**src/rtl/charger_defines.vh**
```
// Constants for the charger control register slice
`ifndef CHARGER_DEFINES_VH
`define CHARGER_DEFINES_VH

// ----------------------------------------------------------------
// Serial slave addresses (7-bit form of the 8-bit write address)
// ----------------------------------------------------------------
`define ADDR_PRIMARY 7'h6b
`define ADDR_SECONDARY 7'h6a

// ----------------------------------------------------------------
// Register indices
// ----------------------------------------------------------------
`define REG_CTRL 8'h01
`define REG_FLOAT 8'h02
`define REG_ID 8'h03

// ----------------------------------------------------------------
// Field positions
// ----------------------------------------------------------------
`define CTRL_HIZ_BIT 1
`define CTRL_BOOST_SEL_BIT 0
`define FLOAT_CODE_MSB 7
`define FLOAT_CODE_LSB 2
`define FLOAT_POL_BIT 1
`define FLOAT_EN_BIT 0

// ----------------------------------------------------------------
// Reset values
// ----------------------------------------------------------------
`define CTRL_RESET 2'h0
`define FLOAT_RESET 8'h0a

// ----------------------------------------------------------------
// Timing
// ----------------------------------------------------------------
`define SAFETY_TIMEOUT_MIN 15
`define SECONDS_PER_MIN 60
`define MCLK_HZ 250000000

`endif

```
**src/rtl/input_sync.v**
```verilog
// Two-flop synchroniser for a group of asynchronous inputs
module input_sync #(
  parameter WIDTH = 1,
  parameter [WIDTH-1:0] reset_level = {WIDTH{1'b1}}
) (
  input wire mclk,
  input wire reset_n,
  input wire [WIDTH-1:0] async_in,
  output reg [WIDTH-1:0] sync_out
);

  reg [WIDTH-1:0] meta_q;

  // Reset to each pin's idle level, so no false edge follows reset
  always @(posedge mclk or negedge reset_n) begin
    if (!reset_n) begin
      meta_q <= reset_level;
      sync_out <= reset_level;
    end else begin
      meta_q <= async_in;
      sync_out <= meta_q;
    end
  end

endmodule

```
**src/rtl/charger_control_registers.v**
```verilog
// Charger control registers behind a two-wire serial slave
//
// Operation
// - Safety timeout sets USB high-impedance bit
// - High-impedance bit drives USB path off
// - Boost select forces boost unless high-impedance
// - Float code bits 7:2, reset 000010
// - Float register primary address only, reset 0x0a
// - Polarity bit: 0 active low, 1 high
// - Pin enable bit gates request pin
// - Identification register answers at both addresses
`include "charger_defines.vh"

module charger_control_registers #(
  parameter [39:0] safety_timeout_cycles = 40'd`SAFETY_TIMEOUT_MIN *
    40'd`SECONDS_PER_MIN * 40'd`MCLK_HZ,
  parameter [2:0] supplier_code = 3'h5,  // Arbitrary value
  parameter [1:0] part_code = 2'h1,      // Arbitrary value
  parameter [2:0] revision_code = 3'h1   // Arbitrary value
) (
  input wire mclk,
  input wire reset_n,
  input wire scl_in,
  input wire sda_in,
  output reg sda_out,
  output reg sda_oe_n,
  input wire boost_req_pin,
  input wire charge_active,
  output reg usb_path_high_impedance,
  output reg boost_on,
  output reg [5:0] float_voltage_code
);

  // ----------------------------------------------------------------
  // Serial engine states
  // ----------------------------------------------------------------
  localparam [7:0] ST_IDLE = 8'h01;
  localparam [7:0] ST_ADDR = 8'h02;
  localparam [7:0] ST_AACK = 8'h04;
  localparam [7:0] ST_WBYTE = 8'h08;
  localparam [7:0] ST_WACK = 8'h10;
  localparam [7:0] ST_RDATA = 8'h20;
  localparam [7:0] ST_RACK = 8'h40;

  // Reset images, sliced per field below
  localparam [1:0] ctrl_reset_v = `CTRL_RESET;
  localparam [7:0] float_reset_v = `FLOAT_RESET;

  wire [3:0] sync_w;
  wire scl_s = sync_w[0];
  wire sda_s = sync_w[1];
  wire req_s = sync_w[2];
  wire charge_s = sync_w[3];

  input_sync #(.WIDTH(4), .reset_level(4'h3)) u_sync (
    .mclk(mclk),
    .reset_n(reset_n),
    .async_in({charge_active, boost_req_pin, sda_in, scl_in}),
    .sync_out(sync_w)
  );

  reg scl_q, sda_q;
  reg [7:0] state_q;
  reg [3:0] cnt_q;
  reg [7:0] rx_q;
  reg [7:0] tx_q;
  reg [7:0] ptr_q;
  reg rw_q;
  reg primary_q;
  reg ptr_phase_q;
  reg nack_q;
  reg hiz_q;
  reg boost_sel_q;
  reg [7:0] float_q;
  reg [39:0] timer_q;
  reg timeout_q;

  wire start_w = scl_s & scl_q & sda_q & ~sda_s;
  wire stop_w = scl_s & scl_q & ~sda_q & sda_s;
  wire rise_w = scl_s & ~scl_q;
  wire fall_w = ~scl_s & scl_q;
  wire [6:0] addr_w = rx_q[7:1];
  wire addr_hit_w = (addr_w == `ADDR_PRIMARY) ||
    (addr_w == `ADDR_SECONDARY);
  wire wr_w = (state_q == ST_WBYTE) && fall_w && (cnt_q == 4'd8) &&
    !ptr_phase_q && primary_q;

  // ----------------------------------------------------------------
  // Read data selection
  // ----------------------------------------------------------------
  reg [7:0] rdata_w;
  always @* begin
    rdata_w = 8'h00;
    if (ptr_q == `REG_ID) begin
      rdata_w = {supplier_code, part_code, revision_code};
    end else if (primary_q && ptr_q == `REG_CTRL) begin
      rdata_w = {6'h00, hiz_q, boost_sel_q};
    end else if (primary_q && ptr_q == `REG_FLOAT) begin
      rdata_w = float_q;
    end
  end

  // ----------------------------------------------------------------
  // Serial slave
  // ----------------------------------------------------------------
  always @(posedge mclk or negedge reset_n) begin
    if (!reset_n) begin
      scl_q <= 1'b1;
      sda_q <= 1'b1;
      state_q <= ST_IDLE;
      cnt_q <= 4'h0;
      rx_q <= 8'h00;
      tx_q <= 8'h00;
      ptr_q <= 8'h00;
      rw_q <= 1'b0;
      primary_q <= 1'b0;
      ptr_phase_q <= 1'b0;
      nack_q <= 1'b1;
      sda_out <= 1'b0;
      sda_oe_n <= 1'b1;
    end else begin
      scl_q <= scl_s;
      sda_q <= sda_s;
      sda_out <= 1'b0;
      if (start_w) begin
        state_q <= ST_ADDR;
        cnt_q <= 4'h0;
        sda_oe_n <= 1'b1;
      end else if (stop_w) begin
        state_q <= ST_IDLE;
        sda_oe_n <= 1'b1;
      end else begin
        case (state_q)
          ST_ADDR, ST_WBYTE: begin
            if (rise_w && cnt_q != 4'd8) begin
              rx_q <= {rx_q[6:0], sda_s};
              cnt_q <= cnt_q + 4'd1;
            end else if (fall_w && cnt_q == 4'd8) begin
              if (state_q == ST_WBYTE) begin
                sda_oe_n <= 1'b0;
                state_q <= ST_WACK;
                if (ptr_phase_q) begin
                  ptr_q <= rx_q;
                end else begin
                  ptr_q <= ptr_q + 8'd1;
                end
              end else if (addr_hit_w) begin
                sda_oe_n <= 1'b0;
                state_q <= ST_AACK;
                rw_q <= rx_q[0];
                primary_q <= (addr_w == `ADDR_PRIMARY);
              end else begin
                state_q <= ST_IDLE;
              end
            end
          end
          ST_AACK, ST_WACK: begin
            if (fall_w) begin
              cnt_q <= 4'h0;
              if (state_q == ST_AACK && rw_q) begin
                tx_q <= rdata_w;
                sda_oe_n <= rdata_w[7];
                ptr_q <= ptr_q + 8'd1;
                state_q <= ST_RDATA;
              end else begin
                sda_oe_n <= 1'b1;
                ptr_phase_q <= (state_q == ST_AACK);
                state_q <= ST_WBYTE;
              end
            end
          end
          ST_RDATA: begin
            if (rise_w) begin
              cnt_q <= cnt_q + 4'd1;
            end else if (fall_w) begin
              if (cnt_q == 4'd8) begin
                sda_oe_n <= 1'b1;
                state_q <= ST_RACK;
              end else begin
                tx_q <= {tx_q[6:0], 1'b0};
                sda_oe_n <= tx_q[6];
              end
            end
          end
          ST_RACK: begin
            if (rise_w) begin
              nack_q <= sda_s;
            end else if (fall_w) begin
              cnt_q <= 4'h0;
              if (!nack_q) begin
                tx_q <= rdata_w;
                sda_oe_n <= rdata_w[7];
                ptr_q <= ptr_q + 8'd1;
                state_q <= ST_RDATA;
              end else begin
                state_q <= ST_IDLE;
              end
            end
          end
          default: begin
            state_q <= ST_IDLE;
            sda_oe_n <= 1'b1;
          end
        endcase
      end
    end
  end

  // ----------------------------------------------------------------
  // Safety timer
  // ----------------------------------------------------------------
  // Saturates at expiry so the flag is raised once per charge cycle
  always @(posedge mclk or negedge reset_n) begin
    if (!reset_n) begin
      timer_q <= 40'h0;
      timeout_q <= 1'b0;
    end else begin
      timeout_q <= 1'b0;
      if (!charge_s) begin
        timer_q <= 40'h0;
      end else if (timer_q != safety_timeout_cycles) begin
        timer_q <= timer_q + 40'd1;
        timeout_q <= (timer_q == safety_timeout_cycles - 40'd1);
      end
    end
  end

  // ----------------------------------------------------------------
  // Control registers
  // ----------------------------------------------------------------
  always @(posedge mclk or negedge reset_n) begin
    if (!reset_n) begin
      hiz_q <= ctrl_reset_v[`CTRL_HIZ_BIT];
      boost_sel_q <= ctrl_reset_v[`CTRL_BOOST_SEL_BIT];
      float_q <= float_reset_v;
    end else begin
      if (wr_w && ptr_q == `REG_CTRL) begin
        boost_sel_q <= rx_q[`CTRL_BOOST_SEL_BIT];
      end
      // Timeout wins over a same-cycle clearing write
      if (timeout_q) begin
        hiz_q <= 1'b1;
      end else if (wr_w && ptr_q == `REG_CTRL) begin
        hiz_q <= rx_q[`CTRL_HIZ_BIT];
      end
      if (wr_w && ptr_q == `REG_FLOAT) begin
        float_q <= rx_q;
      end
    end
  end

  // ----------------------------------------------------------------
  // Outputs
  // ----------------------------------------------------------------
  wire pin_asserted_w = ~(req_s ^ float_q[`FLOAT_POL_BIT]);
  wire pin_boost_w = pin_asserted_w & float_q[`FLOAT_EN_BIT];

  always @(posedge mclk or negedge reset_n) begin
    if (!reset_n) begin
      usb_path_high_impedance <= 1'b0;
      boost_on <= 1'b0;
      float_voltage_code <= float_reset_v[`FLOAT_CODE_MSB:`FLOAT_CODE_LSB];
    end else begin
      usb_path_high_impedance <= hiz_q;
      boost_on <= ~hiz_q & (boost_sel_q | pin_boost_w);
      float_voltage_code <=
        float_q[`FLOAT_CODE_MSB:`FLOAT_CODE_LSB];
    end
  end

endmodule

```
**config.mk**
```make
export PLATFORM = sky130hd
export DESIGN_NAME = charger_control_registers
export DESIGN_NICKNAME = d
export VERILOG_FILES = /design/src/rtl/input_sync.v /design/src/rtl/charger_control_registers.v
export VERILOG_INCLUDE_DIRS = /design/src /design/src/rtl
export SDC_FILE = /design/constraint.sdc
export NUM_CORES = 1
export LEC_CHECK = 0
export BUFFER_PORTS_ARGS = -buffer_cell sky130_fd_sc_hd__buf_2
export CAP_MARGIN = 20
export CORE_AREA = 5 5 104 106
export CTS_CLUSTER_DIAMETER = 30
export CTS_CLUSTER_SIZE = 40
export DETAILED_ROUTE_END_ITERATION = 10
export DIE_AREA = 0 0 109 111
export PLACE_DENSITY = 0.76
export REMOVE_ABC_BUFFERS = 1
export SYNTH_ARGS = -nofsm -noshare
export SYNTH_HDL_FRONTEND = slang
export SYNTH_SLANG_ARGS = --single-unit
```
**constraint.sdc**
```tcl
create_clock -name mclk -period 6.4 [get_ports mclk]
set_clock_uncertainty 0.05 [all_clocks]
set_input_delay 0.64 -clock mclk [delete_from_list [all_inputs] [get_ports mclk]]
set_output_delay 0.64 -clock mclk [all_outputs]
set_load 0.05 [all_outputs]
```
==> results of run 1 <==
-- flip-flops by register name, summed over array words and instances (netlist names), 6 cells and up --
name,cells
float_q,8
float_voltage_code,6
ptr_q,8
rx_q,8
state_q,7
timer_q,40
tx_q,7
-- Yosys cell counts, types with 11 or more instances --
cell type  count
nand2_1       38
mux2i_1       11
nor3_1        15
o21ai_0       19
dfstp_2       12
a21oi_1       35
or3_1         14
inv_1         16
nor4_1        13
nor2_1        39
nand4_1       22
mux2_2        19
nand3_1       19
xnor2_1       14
clkbuf_1      14
xor2_1        13
dfrtp_1       96
-- layout make-up --
type                       count  area share, %
timing repair buffer          18           2.15
sequential                   108           44.8
clock inverter                 6          0.929
tap                          133           2.75
multi-input combinational    405           46.2
inverter                      16          0.991
clock buffer                  10           2.11
-- report_power, final --
group          leakage, nW  switching [W]  internal (W)
Combinational         1.00      0.0000294     0.0000111
Sequential            1.46     0.00000639      0.000689
Clock               0.0909       0.000252      0.000150
-- critical path: stages, from the launching register on --
cell	delay, ns
dfrtp_1	0.54
or4b_1	0.60
nor2_1	0.69
o211ai_1	0.40
or3_1	0.43
o211ai_1	0.08
-- worst paths after layout --
kind / start / to / slack (ns) / depth (start not counted)
worst max register to register: state_q[4] / cnt_q[3] / 3.54 / 5
worst min register to register: u_sync.meta_q[2] / u_sync.sync_out[2] / 0.31 / 0
min in group mclk: scl_in / u_sync.meta_q[0] / 0.30 / 1
worst min-delay path: reset_n / timer_q[30] / 0.09 / 1
worst max-delay path: state_q[4] / cnt_q[3] / 3.54 / 5
max in group asynchronous: reset_n / float_voltage_code[1] / 5.24 / 3
-- layer usage --
layer / share of wire (%) / global-route usage [%] / up-vias
met2: 48 / 34.4 / 150
met5: 0 / 0 / -
li1: - / - / 2067
met4: 1.1 / 4.29 / 0
met1: 46 / 34.3 / 2198
met3: 5.5 / 3.73 / 16
-- metrics by stage --
step                      hold WS (ns)  utilization (%)
after detailed placement         0.290             60.2
after global placement           0.287             60.2
after CTS                       0.0861             62.1
after floorplan                  0.281                -
after global routing            0.0845             62.6
final                           0.0850             62.6
-- kinds of logic (layout without fill, tap and decap cells) --
| kind of cell | after synthesis | in the layout | share of synthesized area (%) |
|---|---|---|---|
| buffers and inverters | 38 | 50 | 2.99 |
| other | 1 | 1 | 0.0659 |
| AND/OR/NAND/NOR | 225 | 225 | 23.0 |
| AO/OA/AOI/OAI | 106 | 106 | 12.6 |
| flip-flops | 108 | 108 | 47.8 |
| multiplexers | 39 | 39 | 7.94 |
| XOR/XNOR | 27 | 27 | 4.16 |
| adder cells (fa/ha/maj) | 7 | 7 | 1.54 |
==> metrics.csv, run 1 <==
stage,metric,value,unit
clocking,Post-CTS Setup Bufs,0,
detailed_routing,DR pass1 iterations,5,
die,core area,9680,µm²
clocking,CTS Buf Count,9,
global_routing,largest net degree at the start of global routing,87,
final_layout,nets@finish,571,
final_layout,"commonest non-fill, non-tap cell in the layout",dfrtp_1,
timing,RSZ-0062 raised after global routing,no,
place,PortBufs,14,
timing,Least-Margin Pin Slew,0.881,ns
job,Max Cap Violations,0,
clocking,Root Driver,clkbuf_8,
die,die footprint,12100,µm²
place,Placement Setup Slack,3.59,ns
timing,# setup viols final,0,
clocking,H-tree depth,3,
yosys,post-synthesis cell type count,74,
detailed_routing,total wire length,12900,µm
power_and_ir_drop,total chip power,0.00114,W
yosys,Synth top area share,42.2,%
place,cell count after placement,678,
yosys,"FFs w/ async S/R, synth",100,%
clocking,CTS resizes,0,
worst_setup_path,crit path max fanout,14,
run_status,status,finished clean,
min_path,Hold Crit Class,input pin to asynchronous set/reset pin,
global_routing,initial antenna violation count,0,
die,Die W,109,µm
power_and_ir_drop,Worst VDD drop,129,µV
die,Top Ports,16,
clocking,CTS tree,built,
clocking,Num Clock Sinks,108,
die,Initial Util,58.8,%
timing,achievable frequency,350,MHz
timing,Max-slew headroom,41.1,%
worst_setup_path,CP startpoint kind,flop,
yosys,post-synthesis sequential area ratio,47.8,%
worst_setup_path,CP required,6.65,ns
detailed_routing,Vias/cell,6.37,
detailed_routing,initial DRC count,307,
power_and_ir_drop,total power per unit cell area,188,nW/µm²
global_routing,global-route wire length before repair,22000,µm
yosys,synthesized cell area,5690,µm²
yosys,most used flip-flop cell after synthesis,dfrtp_1,
global_routing,Global Route Usage Sum,22.6,%
detailed_routing,wire length per cell,18.5,µm
place,routability congestion estimate,0.864,
final_layout,fin cells,696,
timing,"Worst Setup Slack, final",3.54,ns
final_layout,Layout area overhead,6.51,%
timing,period utilization,44.7,%
timing,Max Slew Vio Count,0,
timing,crit path time final,2.86,ns
global_routing,Congestion Overflow GR,0,
final_layout,ant diodes,0,
clocking,Clock transition at path regs,0.11,ns
power_and_ir_drop,Leak,2.55,nW
yosys,Yosys warnings,0,
yosys,Yosys top cell by area,dfrtp_1,
place,Detail Placement HPWL,9120,µm
final_layout,cell area after layout,6060,µm²
worst_setup_path,critical path class,flop to flop,
die,Die H,111,µm
die,FP Rows,36,
worst_setup_path,Crit. End Element,flop,
worst_setup_path,Critical Path AT,3.11,ns
clocking,Hold Buf Count CTS,0,
detailed_routing,via count,4431,
yosys,Seq cells post-synth,108,
yosys,syn avg cell area,10.3,µm²
final_layout,most frequent cells in the layout,"dfrtp_1 (96), nor2_1 (39), nand2_1 (38)",
clocking,CTS Buffer Depth,2,
final_layout,fill count,787,
global_routing,vias in the first global route,4354,
final_layout,share of cells above drive strength 1,16.2,%
yosys,top post-synthesis cells by area,"dfrtp_1 (42%), dfstp_2 (5.5%), mux2_2 (3.8%)",
timing,Final Hold Viols,0,
clocking,Worst-Skew Late Latency,0.38,ns
timing,setup TNS,0,ns
detailed_routing,post-route ant nets,0,
place,Placed Area,5830,µm²
yosys,synthesized instance count,551,
final_layout,Storage cell area,2720,µm²
yosys,"EDFF count, synth",0,
final_layout,Multi-input gate area,2800,µm²
detailed_routing,Post-route DRC,0,
Note: power is estimated with default switching activity, not from simulation.
==> run 2: changes to the inputs <==
- CORE_AREA: 5 5 104 106 -> 5 5 107 109
- DIE_AREA: 0 0 109 111 -> 0 0 112 114
- PLACE_DENSITY: 0.76 -> 0.75
- clock period: 6.4 -> 2.6 ns (I/O delays scaled with it)
==> run 2 against run 1 <==
Against the previous run: cell area increased by 4.1%; critical path depth unchanged; sequential power increased by 150%; combinational power increased to 2.7 times the previous value; clock-buffer cell count increased by 3; die area increased by 5.5%; total power increased to 2.5 times the previous value; first-iteration DRC count decreased by 23%; via count decreased by 0.34%; cell count increased by 5.0%; sequential share of layout area decreased by 1.8 points; largest cell class unchanged; largest power group unchanged; highest routed layer unchanged.
==> metrics.csv, run 2 (synthesis gave the netlist of run 1 again) <==
stage,metric,value,unit,change
run_status,status,finished clean,,
final_layout,most frequent cells in the layout,"dfrtp_1 (96), nor2_1 (39), nand2_1 (38)",,
global_routing,vias in the first global route,4471,,+2.7%
timing,crit path time final,2.42,ns,-0.441 ns
min_path,Worst Hold End,u_sync.sync_out[0],,
final_layout,nets@finish,599,,+4.9%
place,Placed Area,6060,µm²,+3.8%
final_layout,Largest Register,timer_q,,
place,routability congestion estimate,0.900,,+4.2%
worst_setup_path,Crit. End Element,flop,,
worst_setup_path,CP startpoint kind,flop,,
detailed_routing,DR pass1 iterations,4,,-1
worst_setup_path,R2R Setup Slk,0.18,ns,-3.36 ns
final_layout,ant diodes,0,,unchanged
clocking,CTS tree,built,,
place,PortBufs,14,,unchanged
min_path,Hold Crit Class,flop to flop,,
min_path,Hold Path Origin,u_sync.meta_q[0],,
final_layout,share of cells above drive strength 1,19.1,%,+3.0 points
die,FP Rows,38,,+5.6%
timing,Least-Margin Pin Slew,0.596,ns,-0.284 ns
timing,setup TNS,0,ns,unchanged
worst_setup_path,CP required,2.86,ns,-3.79 ns
detailed_routing,initial DRC count,235,,-23%
clocking,H-tree depth,3,,unchanged
detailed_routing,Vias/cell,6.04,,-5.1%
clocking,CTS resizes,0,,unchanged
timing,period utilization,93.1,%,+48 points
clocking,CTS Buf Count,9,,unchanged
global_routing,Global Route Usage Sum,21.1,%,-1.5 points
timing,Max-slew headroom,59.7,%,+19 points
clocking,Num Clock Sinks,108,,unchanged
timing,Max Slew Vio Count,0,,unchanged
worst_setup_path,crit path max fanout,8,,-6
detailed_routing,post-route ant nets,0,,unchanged
die,Die W,112,µm,+2.8%
min_path,Hold Path Stages,0,,
worst_setup_path,crit-path max cell delay,0.62,ns,-0.07 ns
final_layout,cell area after layout,6310,µm²,+4.1%
die,Initial Util,54.2,%,-4.6 points
place,Detail Placement HPWL,9260,µm,+1.5%
global_routing,initial antenna violation count,0,,unchanged
die,die footprint,12800,µm²,+5.5%
final_layout,max FFs per register,40,,unchanged
global_routing,Congestion Overflow GR,0,,unchanged
clocking,CTS Buffer Depth,2,,unchanged
detailed_routing,total wire length,12800,µm,about the same
global_routing,largest net degree at the start of global routing,49,,-44%
worst_setup_path,RR Endpoint,ptr_q[1],,
worst_setup_path,Reg2Reg Launch Point,state_q[4],,
global_routing,global-route wire length before repair,21900,µm,-0.31%
clocking,Root Driver,clkbuf_8,,
worst_setup_path,critical path class,flop to flop,,
detailed_routing,via count,4416,,-0.34%
detailed_routing,Post-route DRC,0,,unchanged
final_layout,Layout area overhead,10.9,%,
worst_setup_path,Critical Path AT,2.68,ns,-0.43 ns
final_layout,"commonest non-fill, non-tap cell in the layout",dfrtp_1,,
power_and_ir_drop,Leak,2.69,nW,+5.6%
timing,achievable frequency,413,MHz,+18%
job,Max Cap Violations,0,,unchanged
worst_setup_path,worst path cell trace,or4_4 > nor4b_4 > o22ai_2 > nor2_2 > mux2i_1,,
timing,# setup viols final,0,,unchanged
detailed_routing,wire length per cell,17.6,µm,-4.8%
timing,Final Hold Viols,0,,unchanged
clocking,Clock transition at path regs,0.10,ns,about the same
worst_setup_path,reg2reg path depth,5,,unchanged
die,Top Ports,16,,unchanged
die,Die H,114,µm,+2.7%
worst_setup_path,Slowest cell on crit path,or4_4,,
final_layout,fill count,888,,+13%
power_and_ir_drop,Worst VDD drop,398,µV,+210%
die,core area,10500,µm²,+8.5%
power_and_ir_drop,total power per unit cell area,456,nW/µm²,+140%
timing,RSZ-0062 raised after global routing,no,,
clocking,Worst-Skew Late Latency,0.38,ns,about the same
-- run 2: cell count changes in the layout (fill, tap and decap cells not counted), sizes merged --
cell	previous run	this run
buf	18	41
dlygate4sd3	0	5
clkbuf	10	13
inv	19	16
bufinv	0	1
clkinv	2	1
-- run 2: how the worst max path moves through the flow --
stage / start / to / slack [ns]
after CTS: state_q[4] / ptr_q[1] / 0.20
after global placement: state_q[6] / tx_q[4] / 0.26
after detailed placement: state_q[4] / ptr_q[1] / 0.22
final: state_q[4] / ptr_q[1] / 0.18
after global routing: state_q[4] / ptr_q[1] / 0.01
after floorplan: state_q[6] / tx_q[0] / 0.12
-- run 2: layout make-up --
| cell class | count | area, µm² | area share (%) |
|---|---|---|---|
| Clock inverter | 3 | 46.3 | 0.734 |
| Clock buffer | 13 | 159 | 2.52 |
| Timing Repair Buffer | 46 | 350 | 5.55 |
| Inverter | 16 | 60.1 | 0.952 |
| Sequential cell | 108 | 2720 | 43.1 |
| Multi-Input combinational cell | 405 | 2800 | 44.4 |
| Tap cell | 140 | 175 | 2.78 |
-- run 2: stage by stage --
stage / instances / hold slack [ns] / worst slack [ns] / util (%) / power [W]
after CTS: 731 / 0.304 / 0.203 / 60.1 / 0.00292
after global routing: 731 / 0.314 / 0.0103 / 60.1 / 0.00301
final: 731 / 0.307 / 0.180 / 60.1 / 0.00288
after floorplan: 529 / -0.0856 / 0.115 / - / 0.00178
after detailed placement: 710 / 0.264 / 0.221 / 57.6 / 0.00185
after global placement: 710 / 0.256 / 0.264 / 57.6 / 0.00185
-- run 2: timing repair --
action / in CTS / in global routing
setup buffers: 0 / 0
hold buffers: 5 / 0
hold endpoints to repair: 40 / 0
-- run 2: power by group --
group | total, W | internal [W] | switching, W
sequential | 0.00171 | 0.00170 | 0.0000151
combinational | 0.000110 | 0.0000338 | 0.0000759
clock | 0.00106 | 0.000501 | 0.000556
-- run 2: worst max-delay path, delay by kind of cell (launching register included) --
family / cells / cell delay, ns
AO/OA/AOI/OAI: 1 / 0.25
AND/OR/NAND/NOR: 3 / 1.37
flip-flops: 1 / 0.47
multiplexers: 1 / 0.22
-- run 2: per-layer routing --
layer | track usage [%] | share of wire [%] | vias to the layer above | wire length (µm)
met1 | 26.0 | 43 | 2201 | 5460
li1 | - | - | 2105 | -
met5 | 0 | 0 | - | 0
met3 | 4.99 | 4.1 | 14 | 529
met2 | 37.1 | 52 | 96 | 6690
met4 | 6.33 | 1.3 | 0 | 164
